===== config.mk =====
export PLATFORM = sky130hd
export DESIGN_NAME = buffered_pwm_channel_pair
export DESIGN_NICKNAME = d
export VERILOG_FILES = /design/src/pwm_pair_pkg.sv /design/src/buffered_pwm_channel_pair.sv
export SDC_FILE = /design/constraint.sdc
export NUM_CORES = 1
export LEC_CHECK = 0
export ABC_AREA = 1
export BUFFER_PORTS_ARGS = -buffer_cell sky130_fd_sc_hd__buf_2
export CORE_ASPECT_RATIO = 0.75
export CORE_MARGIN = 10
export CORE_UTILIZATION = 60
export CTS_CLUSTER_SIZE = 24
export DETAILED_ROUTE_END_ITERATION = 16
export PLACE_DENSITY_LB_ADDON = 0.12
export SYNTH_ARGS = -nofsm -noshare
export SYNTH_HDL_FRONTEND = slang
export SYNTH_SLANG_ARGS = --single-unit
export TNS_END_PERCENT = 100

===== constraint.sdc =====
create_clock -name sys_clk_i -period 4 [get_ports sys_clk_i]
set_input_delay 0.4 -clock sys_clk_i [delete_from_list [all_inputs] [get_ports sys_clk_i]]
set_output_delay 0.4 -clock sys_clk_i [all_outputs]
set_load 0.01 [all_outputs]

===== src/pwm_pair_pkg.sv =====
// pwm_pair_pkg: register map, field positions and reset values of the buffered pwm pair.
// assumes a 32-bit avalon-mm slave port with word-aligned byte addresses.
package pwm_pair_pkg;

	localparam int ADDR_W = 5;
	localparam int CNT_W = 16;
	localparam int PRE_W = 7;

	// byte offsets of the word registers
	localparam logic [4:0] OFS_TIMER_CTL = 5'h00;
	localparam logic [4:0] OFS_COUNTER = 5'h04;
	localparam logic [4:0] OFS_PERIOD = 5'h08;
	localparam logic [4:0] OFS_CH0_CTL = 5'h0C;
	localparam logic [4:0] OFS_CH0_CMP = 5'h10;
	localparam logic [4:0] OFS_CH1_CTL = 5'h14;
	localparam logic [4:0] OFS_CH1_CMP = 5'h18;

	// timer_status_control fields
	localparam int TSC_HALT = 5;
	localparam int TSC_CNT_RST = 4;
	localparam int TSC_PS_LSB = 0;

	// channel status/control fields
	localparam int CSC_ACTIVE = 6;
	localparam int CSC_MODE_HI = 5;
	localparam int CSC_MODE_LO = 4;
	localparam int CSC_EL_HI = 3;
	localparam int CSC_EL_LO = 2;
	localparam int CSC_TOV = 1;

	// mode select and edge/level encodings (hi:lo)
	localparam logic [1:0] MODE_UNBUF = 2'h1;
	localparam logic [1:0] MODE_BUF = 2'h2;
	localparam logic [1:0] EL_TOGGLE = 2'h1;
	localparam logic [1:0] EL_CLEAR = 2'h2;
	localparam logic [1:0] EL_SET = 2'h3;

	// values after reset
	localparam logic RST_HALT = 1'h1;
	localparam logic [2:0] RST_PS = 3'h0;
	localparam logic [CNT_W-1:0] RST_PERIOD = 16'hFFFF;
	localparam logic [CNT_W-1:0] RST_CMP = 16'h0000;
	localparam logic [CNT_W-1:0] RST_CNT = 16'h0000;
	localparam logic [PRE_W-1:0] RST_PRE = 7'h00;

	typedef enum logic [0:0] {
		BUS_IDLE = 1'b0,
		BUS_ACK = 1'b1
	} bus_state_t;

endpackage


===== src/buffered_pwm_channel_pair.sv =====
// buffered_pwm_channel_pair: counter, prescaler and two output-compare pwm channels that
// can be linked into one buffered pwm output on the channel 0 pin.
// assumes one 200 MHz clock, synchronous active-low reset, avalon-mm master on the same clock.
//
// Contract
// [RULE_01] channel 0 mode-high bit links both channels into one buffered pwm on pin 0
// [RULE_02] after linking, channel 0 compare value sets the pulse width first
// [RULE_03] writing channel 1 compare hands control to it at next period start
// [RULE_04] at each overflow the most recently written compare pair becomes active
// [RULE_05] while linked, channel 0 control governs and reports; channel 1 control ignored
// [RULE_06] while linked, channel 1 pin is released to general-purpose use
// [RULE_07] software writes new widths only to the inactive compare pair
// [RULE_08] writing the active pair updates immediately, like unbuffered pwm
// [RULE_09] software halts the counter, then resets counter and prescaler first
// [RULE_10] with counter halted, software loads period and compare values
// [RULE_11] mode field 0:1 selects unbuffered, 1:0 selects buffered compare or pwm
// [RULE_12] toggle-on-overflow set to 1 toggles the output at each overflow
// [RULE_13] edge/level 1:0 clears on match, 1:1 sets on match
// [RULE_14] software should avoid toggle-on-compare for pwm channels
// [RULE_15] software clears the halt bit last to start pwm generation
// [RULE_16] counter counts up on prescaled clock, wraps to zero after the modulo value
`timescale 1ns/1ps
`default_nettype none

module buffered_pwm_channel_pair #(
	parameter int CNT_W = pwm_pair_pkg::CNT_W,
	parameter int PRE_W = pwm_pair_pkg::PRE_W
) (
	input wire logic sys_clk_i,
	input wire logic rst_n_i,
	input wire logic [pwm_pair_pkg::ADDR_W-1:0] avs_address_i,
	input wire logic avs_read_i,
	input wire logic avs_write_i,
	input wire logic [31:0] avs_writedata_i,
	input wire logic [3:0] avs_byteenable_i,
	output logic [31:0] avs_readdata_o,
	output logic avs_waitrequest_o,
	output logic ch0_output_pin_o,
	output logic ch0_output_oe_o,
	output logic ch1_output_pin_o,
	output logic ch1_output_oe_o,
	output logic overflow_o
);

	typedef struct packed {
		pwm_pair_pkg::bus_state_t bus;
		logic [31:0] rdata;
		logic halt;
		logic [2:0] ps;
		logic [PRE_W-1:0] pre;
		logic [CNT_W-1:0] cnt;
		logic [CNT_W-1:0] period;
		logic [1:0] mode_hi;
		logic [1:0] mode_lo;
		logic [1:0] el_hi;
		logic [1:0] el_lo;
		logic [1:0] tov;
		logic [CNT_W-1:0] cmp0;
		logic [CNT_W-1:0] cmp1;
		logic [1:0] out;
		logic active;
		logic last_written;
		logic ovf;
	} state_t;

	state_t st_r;
	state_t st_nxt;

	logic req;
	logic wr_fire;
	logic linked;
	logic tick;
	logic [PRE_W-1:0] pre_mask;
	logic [31:0] wmask;
	logic ovf_now;
	wire logic [1:0] chan_en;
	wire logic [1:0] chan_match;
	wire logic [1:0] pin_nxt;
	wire logic [1:0] chan_el [2];
	wire logic [CNT_W-1:0] chan_width [2];

	assign req = avs_read_i | avs_write_i;
	// a request is acknowledged one cycle after it is first seen
	assign avs_waitrequest_o = req & (st_r.bus != pwm_pair_pkg::BUS_ACK);
	assign wr_fire = avs_write_i & (st_r.bus == pwm_pair_pkg::BUS_ACK);
	assign linked = st_r.mode_hi[0]; // [RULE_01]
	assign pre_mask = PRE_W'((1 << st_r.ps) - 1);
	assign tick = ~st_r.halt & ((st_r.pre & pre_mask) == pre_mask);
	// wrap marks the period boundary for toggles and for the pair handover
	assign ovf_now = tick & (st_r.cnt == st_r.period); // [RULE_16]
	assign wmask = {{8{avs_byteenable_i[3]}}, {8{avs_byteenable_i[2]}},
		{8{avs_byteenable_i[1]}}, {8{avs_byteenable_i[0]}}};

	assign avs_readdata_o = st_r.rdata;
	assign ch0_output_pin_o = st_r.out[0];
	assign ch1_output_pin_o = st_r.out[1];
	assign overflow_o = st_r.ovf;

	// timer owns a pin only while its channel is in a compare or pwm mode
	assign ch0_output_oe_o = st_r.mode_hi[0] | st_r.mode_lo[0];
	assign ch1_output_oe_o = ~linked & st_r.mode_lo[1]; // [RULE_06]

	function automatic logic [31:0] read_word(input state_t s, input logic [4:0] a);
		logic [31:0] d;
		d = 32'h0000_0000;
		case (a)
			pwm_pair_pkg::OFS_TIMER_CTL: begin
				d[pwm_pair_pkg::TSC_HALT] = s.halt;
				d[pwm_pair_pkg::TSC_PS_LSB +: 3] = s.ps;
			end
			pwm_pair_pkg::OFS_COUNTER: d[CNT_W-1:0] = s.cnt;
			pwm_pair_pkg::OFS_PERIOD: d[CNT_W-1:0] = s.period;
			pwm_pair_pkg::OFS_CH0_CTL: begin
				// linked pair state is reported here only
				d[pwm_pair_pkg::CSC_ACTIVE] = s.mode_hi[0] & s.active; // [RULE_05]
				d[pwm_pair_pkg::CSC_MODE_HI] = s.mode_hi[0];
				d[pwm_pair_pkg::CSC_MODE_LO] = s.mode_lo[0];
				d[pwm_pair_pkg::CSC_EL_HI] = s.el_hi[0];
				d[pwm_pair_pkg::CSC_EL_LO] = s.el_lo[0];
				d[pwm_pair_pkg::CSC_TOV] = s.tov[0];
			end
			pwm_pair_pkg::OFS_CH0_CMP: d[CNT_W-1:0] = s.cmp0;
			pwm_pair_pkg::OFS_CH1_CTL: begin
				d[pwm_pair_pkg::CSC_MODE_LO] = s.mode_lo[1];
				d[pwm_pair_pkg::CSC_EL_HI] = s.el_hi[1];
				d[pwm_pair_pkg::CSC_EL_LO] = s.el_lo[1];
				d[pwm_pair_pkg::CSC_TOV] = s.tov[1];
			end
			pwm_pair_pkg::OFS_CH1_CMP: d[CNT_W-1:0] = s.cmp1;
			default: d = 32'h0000_0000;
		endcase
		return d;
	endfunction

	// next pin level of one channel; a wrap toggle wins over a same-tick match
	function automatic logic chan_pin(input logic en, input logic wrap, input logic tov,
		input logic match, input logic [1:0] el, input logic cur);
		logic p;
		p = cur;
		if (!en) begin
			p = 1'b0;
		end else if (wrap && tov) begin
			p = ~cur; // [RULE_12]
		end else if (match) begin
			case (el)
				pwm_pair_pkg::EL_CLEAR: p = 1'b0; // [RULE_13]
				pwm_pair_pkg::EL_SET: p = 1'b1; // [RULE_13]
				// kept for plain compare use; a pwm setup should not pick it
				pwm_pair_pkg::EL_TOGGLE: p = ~cur;
				default: p = cur;
			endcase
		end
		return p;
	endfunction

	// one compare unit per channel; the lead channel follows the linked pair
	for (genvar c = 0; c < 2; c++) begin : g_chan
		if (c == 0) begin : g_lead
			assign chan_en[c] = st_r.mode_hi[0] | st_r.mode_lo[0]; // [RULE_11]
			assign chan_width[c] = (linked && st_r.active) ? st_r.cmp1 : st_r.cmp0; // [RULE_02]
		end else begin : g_follow
			// a linked pair leaves channel 1 control with no say over any pin
			assign chan_en[c] = ~linked & st_r.mode_lo[1]; // [RULE_05]
			assign chan_width[c] = st_r.cmp1;
		end
		assign chan_el[c] = {st_r.el_hi[c], st_r.el_lo[c]};
		assign chan_match[c] = tick & (st_r.cnt == chan_width[c]);
		assign pin_nxt[c] = chan_pin(chan_en[c], ovf_now, st_r.tov[c], chan_match[c],
			chan_el[c], st_r.out[c]);
	end

	always_comb begin
		logic [31:0] wd;
		wd = 32'h0000_0000;
		st_nxt = st_r;
		st_nxt.ovf = 1'b0;

		case (st_r.bus)
			pwm_pair_pkg::BUS_IDLE: begin
				if (req) begin
					st_nxt.bus = pwm_pair_pkg::BUS_ACK;
					st_nxt.rdata = avs_read_i ? read_word(st_r, avs_address_i) : 32'h0000_0000;
				end
			end
			pwm_pair_pkg::BUS_ACK: st_nxt.bus = pwm_pair_pkg::BUS_IDLE;
			default: st_nxt.bus = pwm_pair_pkg::BUS_IDLE;
		endcase

		// prescaler and counter
		if (!st_r.halt) begin
			st_nxt.pre = st_r.pre + PRE_W'(1);
		end
		if (tick) begin
			if (ovf_now) begin
				st_nxt.cnt = pwm_pair_pkg::RST_CNT; // [RULE_16]
			end else begin
				st_nxt.cnt = st_r.cnt + CNT_W'(1); // [RULE_16]
			end
		end
		st_nxt.ovf = ovf_now;

		// both pins register together so they never skew against each other
		st_nxt.out = pin_nxt;

		// register writes take effect at the edge where waitrequest is seen low
		if (wr_fire) begin
			case (avs_address_i)
				pwm_pair_pkg::OFS_TIMER_CTL: if (avs_byteenable_i[0]) begin
					st_nxt.halt = avs_writedata_i[pwm_pair_pkg::TSC_HALT];
					st_nxt.ps = avs_writedata_i[pwm_pair_pkg::TSC_PS_LSB +: 3];
					if (avs_writedata_i[pwm_pair_pkg::TSC_CNT_RST]) begin
						st_nxt.cnt = pwm_pair_pkg::RST_CNT; // [RULE_09]
						st_nxt.pre = pwm_pair_pkg::RST_PRE; // [RULE_09]
					end
				end
				pwm_pair_pkg::OFS_PERIOD: begin
					wd = {16'h0000, st_r.period};
					wd = (wd & ~wmask) | (avs_writedata_i & wmask);
					st_nxt.period = wd[CNT_W-1:0]; // [RULE_10]
				end
				pwm_pair_pkg::OFS_CH0_CTL: if (avs_byteenable_i[0]) begin
					st_nxt.mode_hi[0] = avs_writedata_i[pwm_pair_pkg::CSC_MODE_HI];
					st_nxt.mode_lo[0] = avs_writedata_i[pwm_pair_pkg::CSC_MODE_LO];
					st_nxt.el_hi[0] = avs_writedata_i[pwm_pair_pkg::CSC_EL_HI];
					st_nxt.el_lo[0] = avs_writedata_i[pwm_pair_pkg::CSC_EL_LO];
					st_nxt.tov[0] = avs_writedata_i[pwm_pair_pkg::CSC_TOV];
					// a fresh link always starts from the channel 0 pair
					if (avs_writedata_i[pwm_pair_pkg::CSC_MODE_HI] && !linked) begin
						st_nxt.active = 1'b0; // [RULE_02]
						st_nxt.last_written = 1'b0; // [RULE_02]
					end
				end
				pwm_pair_pkg::OFS_CH0_CMP: begin
					wd = {16'h0000, st_r.cmp0};
					wd = (wd & ~wmask) | (avs_writedata_i & wmask);
					st_nxt.cmp0 = wd[CNT_W-1:0]; // [RULE_08]
					st_nxt.last_written = 1'b0; // [RULE_04]
				end
				pwm_pair_pkg::OFS_CH1_CTL: if (avs_byteenable_i[0]) begin
					// mode-high does not exist on channel 1
					st_nxt.mode_lo[1] = avs_writedata_i[pwm_pair_pkg::CSC_MODE_LO];
					st_nxt.el_hi[1] = avs_writedata_i[pwm_pair_pkg::CSC_EL_HI];
					st_nxt.el_lo[1] = avs_writedata_i[pwm_pair_pkg::CSC_EL_LO];
					st_nxt.tov[1] = avs_writedata_i[pwm_pair_pkg::CSC_TOV];
				end
				pwm_pair_pkg::OFS_CH1_CMP: begin
					wd = {16'h0000, st_r.cmp1};
					wd = (wd & ~wmask) | (avs_writedata_i & wmask);
					st_nxt.cmp1 = wd[CNT_W-1:0]; // [RULE_08]
					if (linked) begin
						st_nxt.last_written = 1'b1; // [RULE_03]
					end
				end
				default: st_nxt.halt = st_r.halt;
			endcase
		end

		// handover only at a period boundary; a write in the same cycle counts as latest
		if (linked && st_nxt.ovf) begin
			st_nxt.active = st_nxt.last_written; // [RULE_03] [RULE_04]
		end
	end

	always_ff @(posedge sys_clk_i) begin
		if (!rst_n_i) begin
			st_r.bus <= pwm_pair_pkg::BUS_IDLE;
			st_r.rdata <= 32'h0000_0000;
			st_r.halt <= pwm_pair_pkg::RST_HALT;
			st_r.ps <= pwm_pair_pkg::RST_PS;
			st_r.pre <= pwm_pair_pkg::RST_PRE;
			st_r.cnt <= pwm_pair_pkg::RST_CNT;
			st_r.period <= pwm_pair_pkg::RST_PERIOD;
			st_r.mode_hi <= 2'h0;
			st_r.mode_lo <= 2'h0;
			st_r.el_hi <= 2'h0;
			st_r.el_lo <= 2'h0;
			st_r.tov <= 2'h0;
			st_r.cmp0 <= pwm_pair_pkg::RST_CMP;
			st_r.cmp1 <= pwm_pair_pkg::RST_CMP;
			st_r.out <= 2'h0;
			st_r.active <= 1'b0;
			st_r.last_written <= 1'b0;
			st_r.ovf <= 1'b0;
		end else begin
			st_r <= st_nxt;
		end
	end

endmodule

`default_nettype wire


==> results.py <==
metrics = {
    "die": {
        "start_util": 0.614,
        "dieArea_sq_um": 15100,
        "fp.dieH_microns": 109,
        "coreArea_sq_um": 10300,
        "die_w_microns": 138,
        "rows": 32,
        "io_pins": 83,
    },
    "route": {
        "vias": 6262,
        "routed_wl_microns": 18300,
        "drt-initial-drc-count": 818,
        "routed_via_density": 5.56,
        "wl_per_cell_microns": 16.2,
        "drt_pass1_iterations": 5,
        "drcViolationCount": 0,
        "ant_nets": 0,
    },
    "placed_design": {
        "gp_congestion": 0.940,
        "port_buffers": 48,
        "dp_hpwl_microns": 13800,
    },
    "layout": {
        "fillerInstances": 998,
        "syn2layout_area_growth_pct": 6.02,
        "antenna_cells": 0,
        "final_net_count": 1034,
        "layout-drive-gt1-share": 0.116,
    },
    "clock_tree": {
        "clockBufferDepth": 2,
        "tritoncts": "done",
        "root_buffer": "clkbuf_16",
        "hold_buffers": 0,
        "cts.htree.levels": 3,
        "cts-buffers-inserted": 9,
        "clkTransAtPathRegs_ns": 0.07,
        "post_cts_resized": 0,
        "cts_setup_buffers": 0,
        "cts.sinks": 106,
        "worstSkewPairLatency_ns": 0.36,
    },
    "pwr": {
        "cellLeakagePower_nw": 2.95,
        "max-vdd-ir-drop_mv": 0.307,
        "p_per_area_nw_per_um2": 312,
        "power.total_mw": 2.09,
    },
    "critical_path": {
        "crit_path_start": "st_r[2]$_SDFFE_PN0P_",
        "r2r-start": "st_r[2]$_SDFFE_PN0P_",
        "worstSetupPathType": "reg -> reg",
        "rrSetupSlack_ns": 1.52,
        "r2r_end": "ch0_output_pin_o$_SDFFE_PN0P_",
        "end_kind": "flop",
        "worstPathMaxFanout": 24,
        "arrival_ns": 2.74,
        "r2r_cells": 13,
        "start_kind": "flop",
        "required_ns": 4.26,
    },
    "global_route": {
        "grt_max_degree": 61,
        "grtUsageTotal": 0.238,
        "antenna_found_initial": 0,
        "grt_pass1_wl_microns": 29300,
        "grt_overflow_total": 0,
        "first_global_vias": 5629,
    },
    "sta": {
        "fmaxAchievable_mhz": 404,
        "tightest_slew_ns": 0.632,
        "hold_viol": 0,
        "slew_headroom": 0.577,
        "fin_crit_sh": 0.620,
        "skew_ns": 0.00690,
        "rsz0062_at_grt": "false",
        "tns_ns": 0,
        "period_minus_slack_ns": 2.48,
        "final-setup-viol-count": 0,
        "drv_slew": 0,
    },
    "logic_synthesis": {
        "synth-seq-cells": 106,
        "synthCells": 975,
        "avgSynthCellArea_sq_um": 6.48,
        "yosysUniqueCellTypes": 41,
        "synthArstFlopShare": 0,
        "synth-seq-area-share": 0.336,
        "synth-edff-count": 0,
        "ys_warn_count": 0,
        "synthFlopType": "dfxtp_1",
        "synth_area_sq_um": 6310,
    },
    "status": {
        "outcome": "finished, final reports clean",
    },
    "hold_path": {
        "hp-start": "avs_writedata_i[14]",
        "hold_depth": 3,
        "hp-class": "in -> reg",
    },
    "job": {
        "drv_cap": 0,
    },
}
-- worst max-delay path by stage --
stage,slack [ns],depth (start not counted),endpoint
2_1_floorplan,2.09,15,ch1_output_pin_o$_SDFFE_PN0P_
3_3_place_gp,1.67,11,ch0_output_pin_o$_SDFFE_PN0P_
3_5_place_dp,1.65,13,ch0_output_pin_o$_SDFFE_PN0P_
4_1_cts,1.63,13,ch0_output_pin_o$_SDFFE_PN0P_
5_1_grt,1.35,13,ch0_output_pin_o$_SDFFE_PN0P_
6_report,1.52,13,ch0_output_pin_o$_SDFFE_PN0P_
-- critical path, cell delays in order (launching register included) --
cell and delay, ns:
dfxtp_1 0.67, nand2_2 0.46, inv_1 0.26, nand2_1 0.09, nand3_1 0.08, nand2_1 0.06
nor2_1 0.13, nand2_1 0.07, nor2_1 0.09, nand3_1 0.19, nand2_1 0.11, inv_1 0.04
nor2_1 0.08, nor2_1 0.04
-- through the flow --
stage                util  instances  cell area [sq um]  setup slack (ns)  hold slack [ns]
detailed placement  0.621       1111               6390              1.65            0.453
CTS                 0.651       1127               6690              1.63            0.262
global route        0.651       1127               6690              1.35            0.266
global placement    0.621       1111               6390              1.67            0.451
floorplan               -        990               6370              2.09            0.437
finish              0.651       1127               6690              1.52            0.266
-- synthesized netlist by cell type, types with 3 or more instances --
| cell | instances | area, sq um |
|---|---|---|
| a21oi_1 | 66 | 330 |
| buf_2 | 17 | 85.1 |
| buf_4 | 35 | 263 |
| clkbuf_1 | 12 | 45.0 |
| clkinv_1 | 3 | 11.3 |
| dfxtp_1 | 106 | 2120 |
| ha_1 | 3 | 37.5 |
| inv_1 | 98 | 368 |
| inv_2 | 12 | 45.0 |
| nand2_1 | 275 | 1030 |
| nand2_2 | 8 | 50.1 |
| nand2_4 | 3 | 33.8 |
| nand3_1 | 67 | 335 |
| nand3_2 | 4 | 40.0 |
| nand4_1 | 10 | 62.6 |
| nor2_1 | 94 | 353 |
| nor2_2 | 11 | 68.8 |
| nor2_8 | 3 | 60.1 |
| nor3_1 | 8 | 40.0 |
| o2111ai_1 | 9 | 78.8 |
| o211ai_1 | 10 | 75.1 |
| o21ai_0 | 60 | 300 |
| o21ai_1 | 7 | 35.0 |
| o22ai_1 | 9 | 56.3 |
| o31ai_1 | 3 | 22.5 |
| o41ai_1 | 3 | 26.3 |
| xnor2_1 | 5 | 43.8 |
| xor2_1 | 18 | 158 |
-- routing by layer --
layer	wire (microns)	vias to the layer above	part of all wire	GRT usage
met3	2460	30	0.13	0.0834
met4	314	0	0.017	0.0668
met5	0	-	0	0
met2	6880	333	0.38	0.319
li1	-	3112	-	-
met1	8630	2787	0.47	0.348
-- cell usage in the layout (no fill, tap or decap), types with 12 or more instances in the layout --
| cell type | count |
|---|---|
| a21oi_1 | 66 |
| buf_2 | 48 |
| conb_1 | 16 |
| dfxtp_1 | 106 |
| inv_1 | 98 |
| inv_2 | 12 |
| nand2_1 | 275 |
| nand3_1 | 67 |
| nor2_1 | 94 |
| o21ai_0 | 60 |
| xor2_1 | 18 |
-- area by class of cell --
class	instances	area (sq um)	area share
well taps	136	170	0.0254
multi-input cells	703	3400	0.508
flip-flops and latches	106	2120	0.317
clock inverters	7	77.6	0.0116
repair buffers	52	270	0.0404
inverters	114	430	0.0643
clock buffers	9	225	0.0336
-- where the power goes --
group | switching, mW | total (mW) | leakage, nW | internal [mW]
combinational | 0.0840 | 0.112 | 1.95 | 0.0282
clock | 0.427 | 0.918 | 0.146 | 0.491
sequential | 0.00317 | 1.06 | 0.855 | 1.06
total | 0.514 | 2.09 | 2.95 | 1.58
-- logic make-up after synthesis --
group,Yosys count,synth area share
adder cells (fa/ha/maj),3,0.00595
XOR/XNOR,23,0.0319
AND/OR/NAND/NOR,487,0.335
AO/OA/AOI/OAI,174,0.156
flip-flops,106,0.336
buffers and inverters,181,0.135
other,1,0.000594
Power figures use the tool's default switching activity.
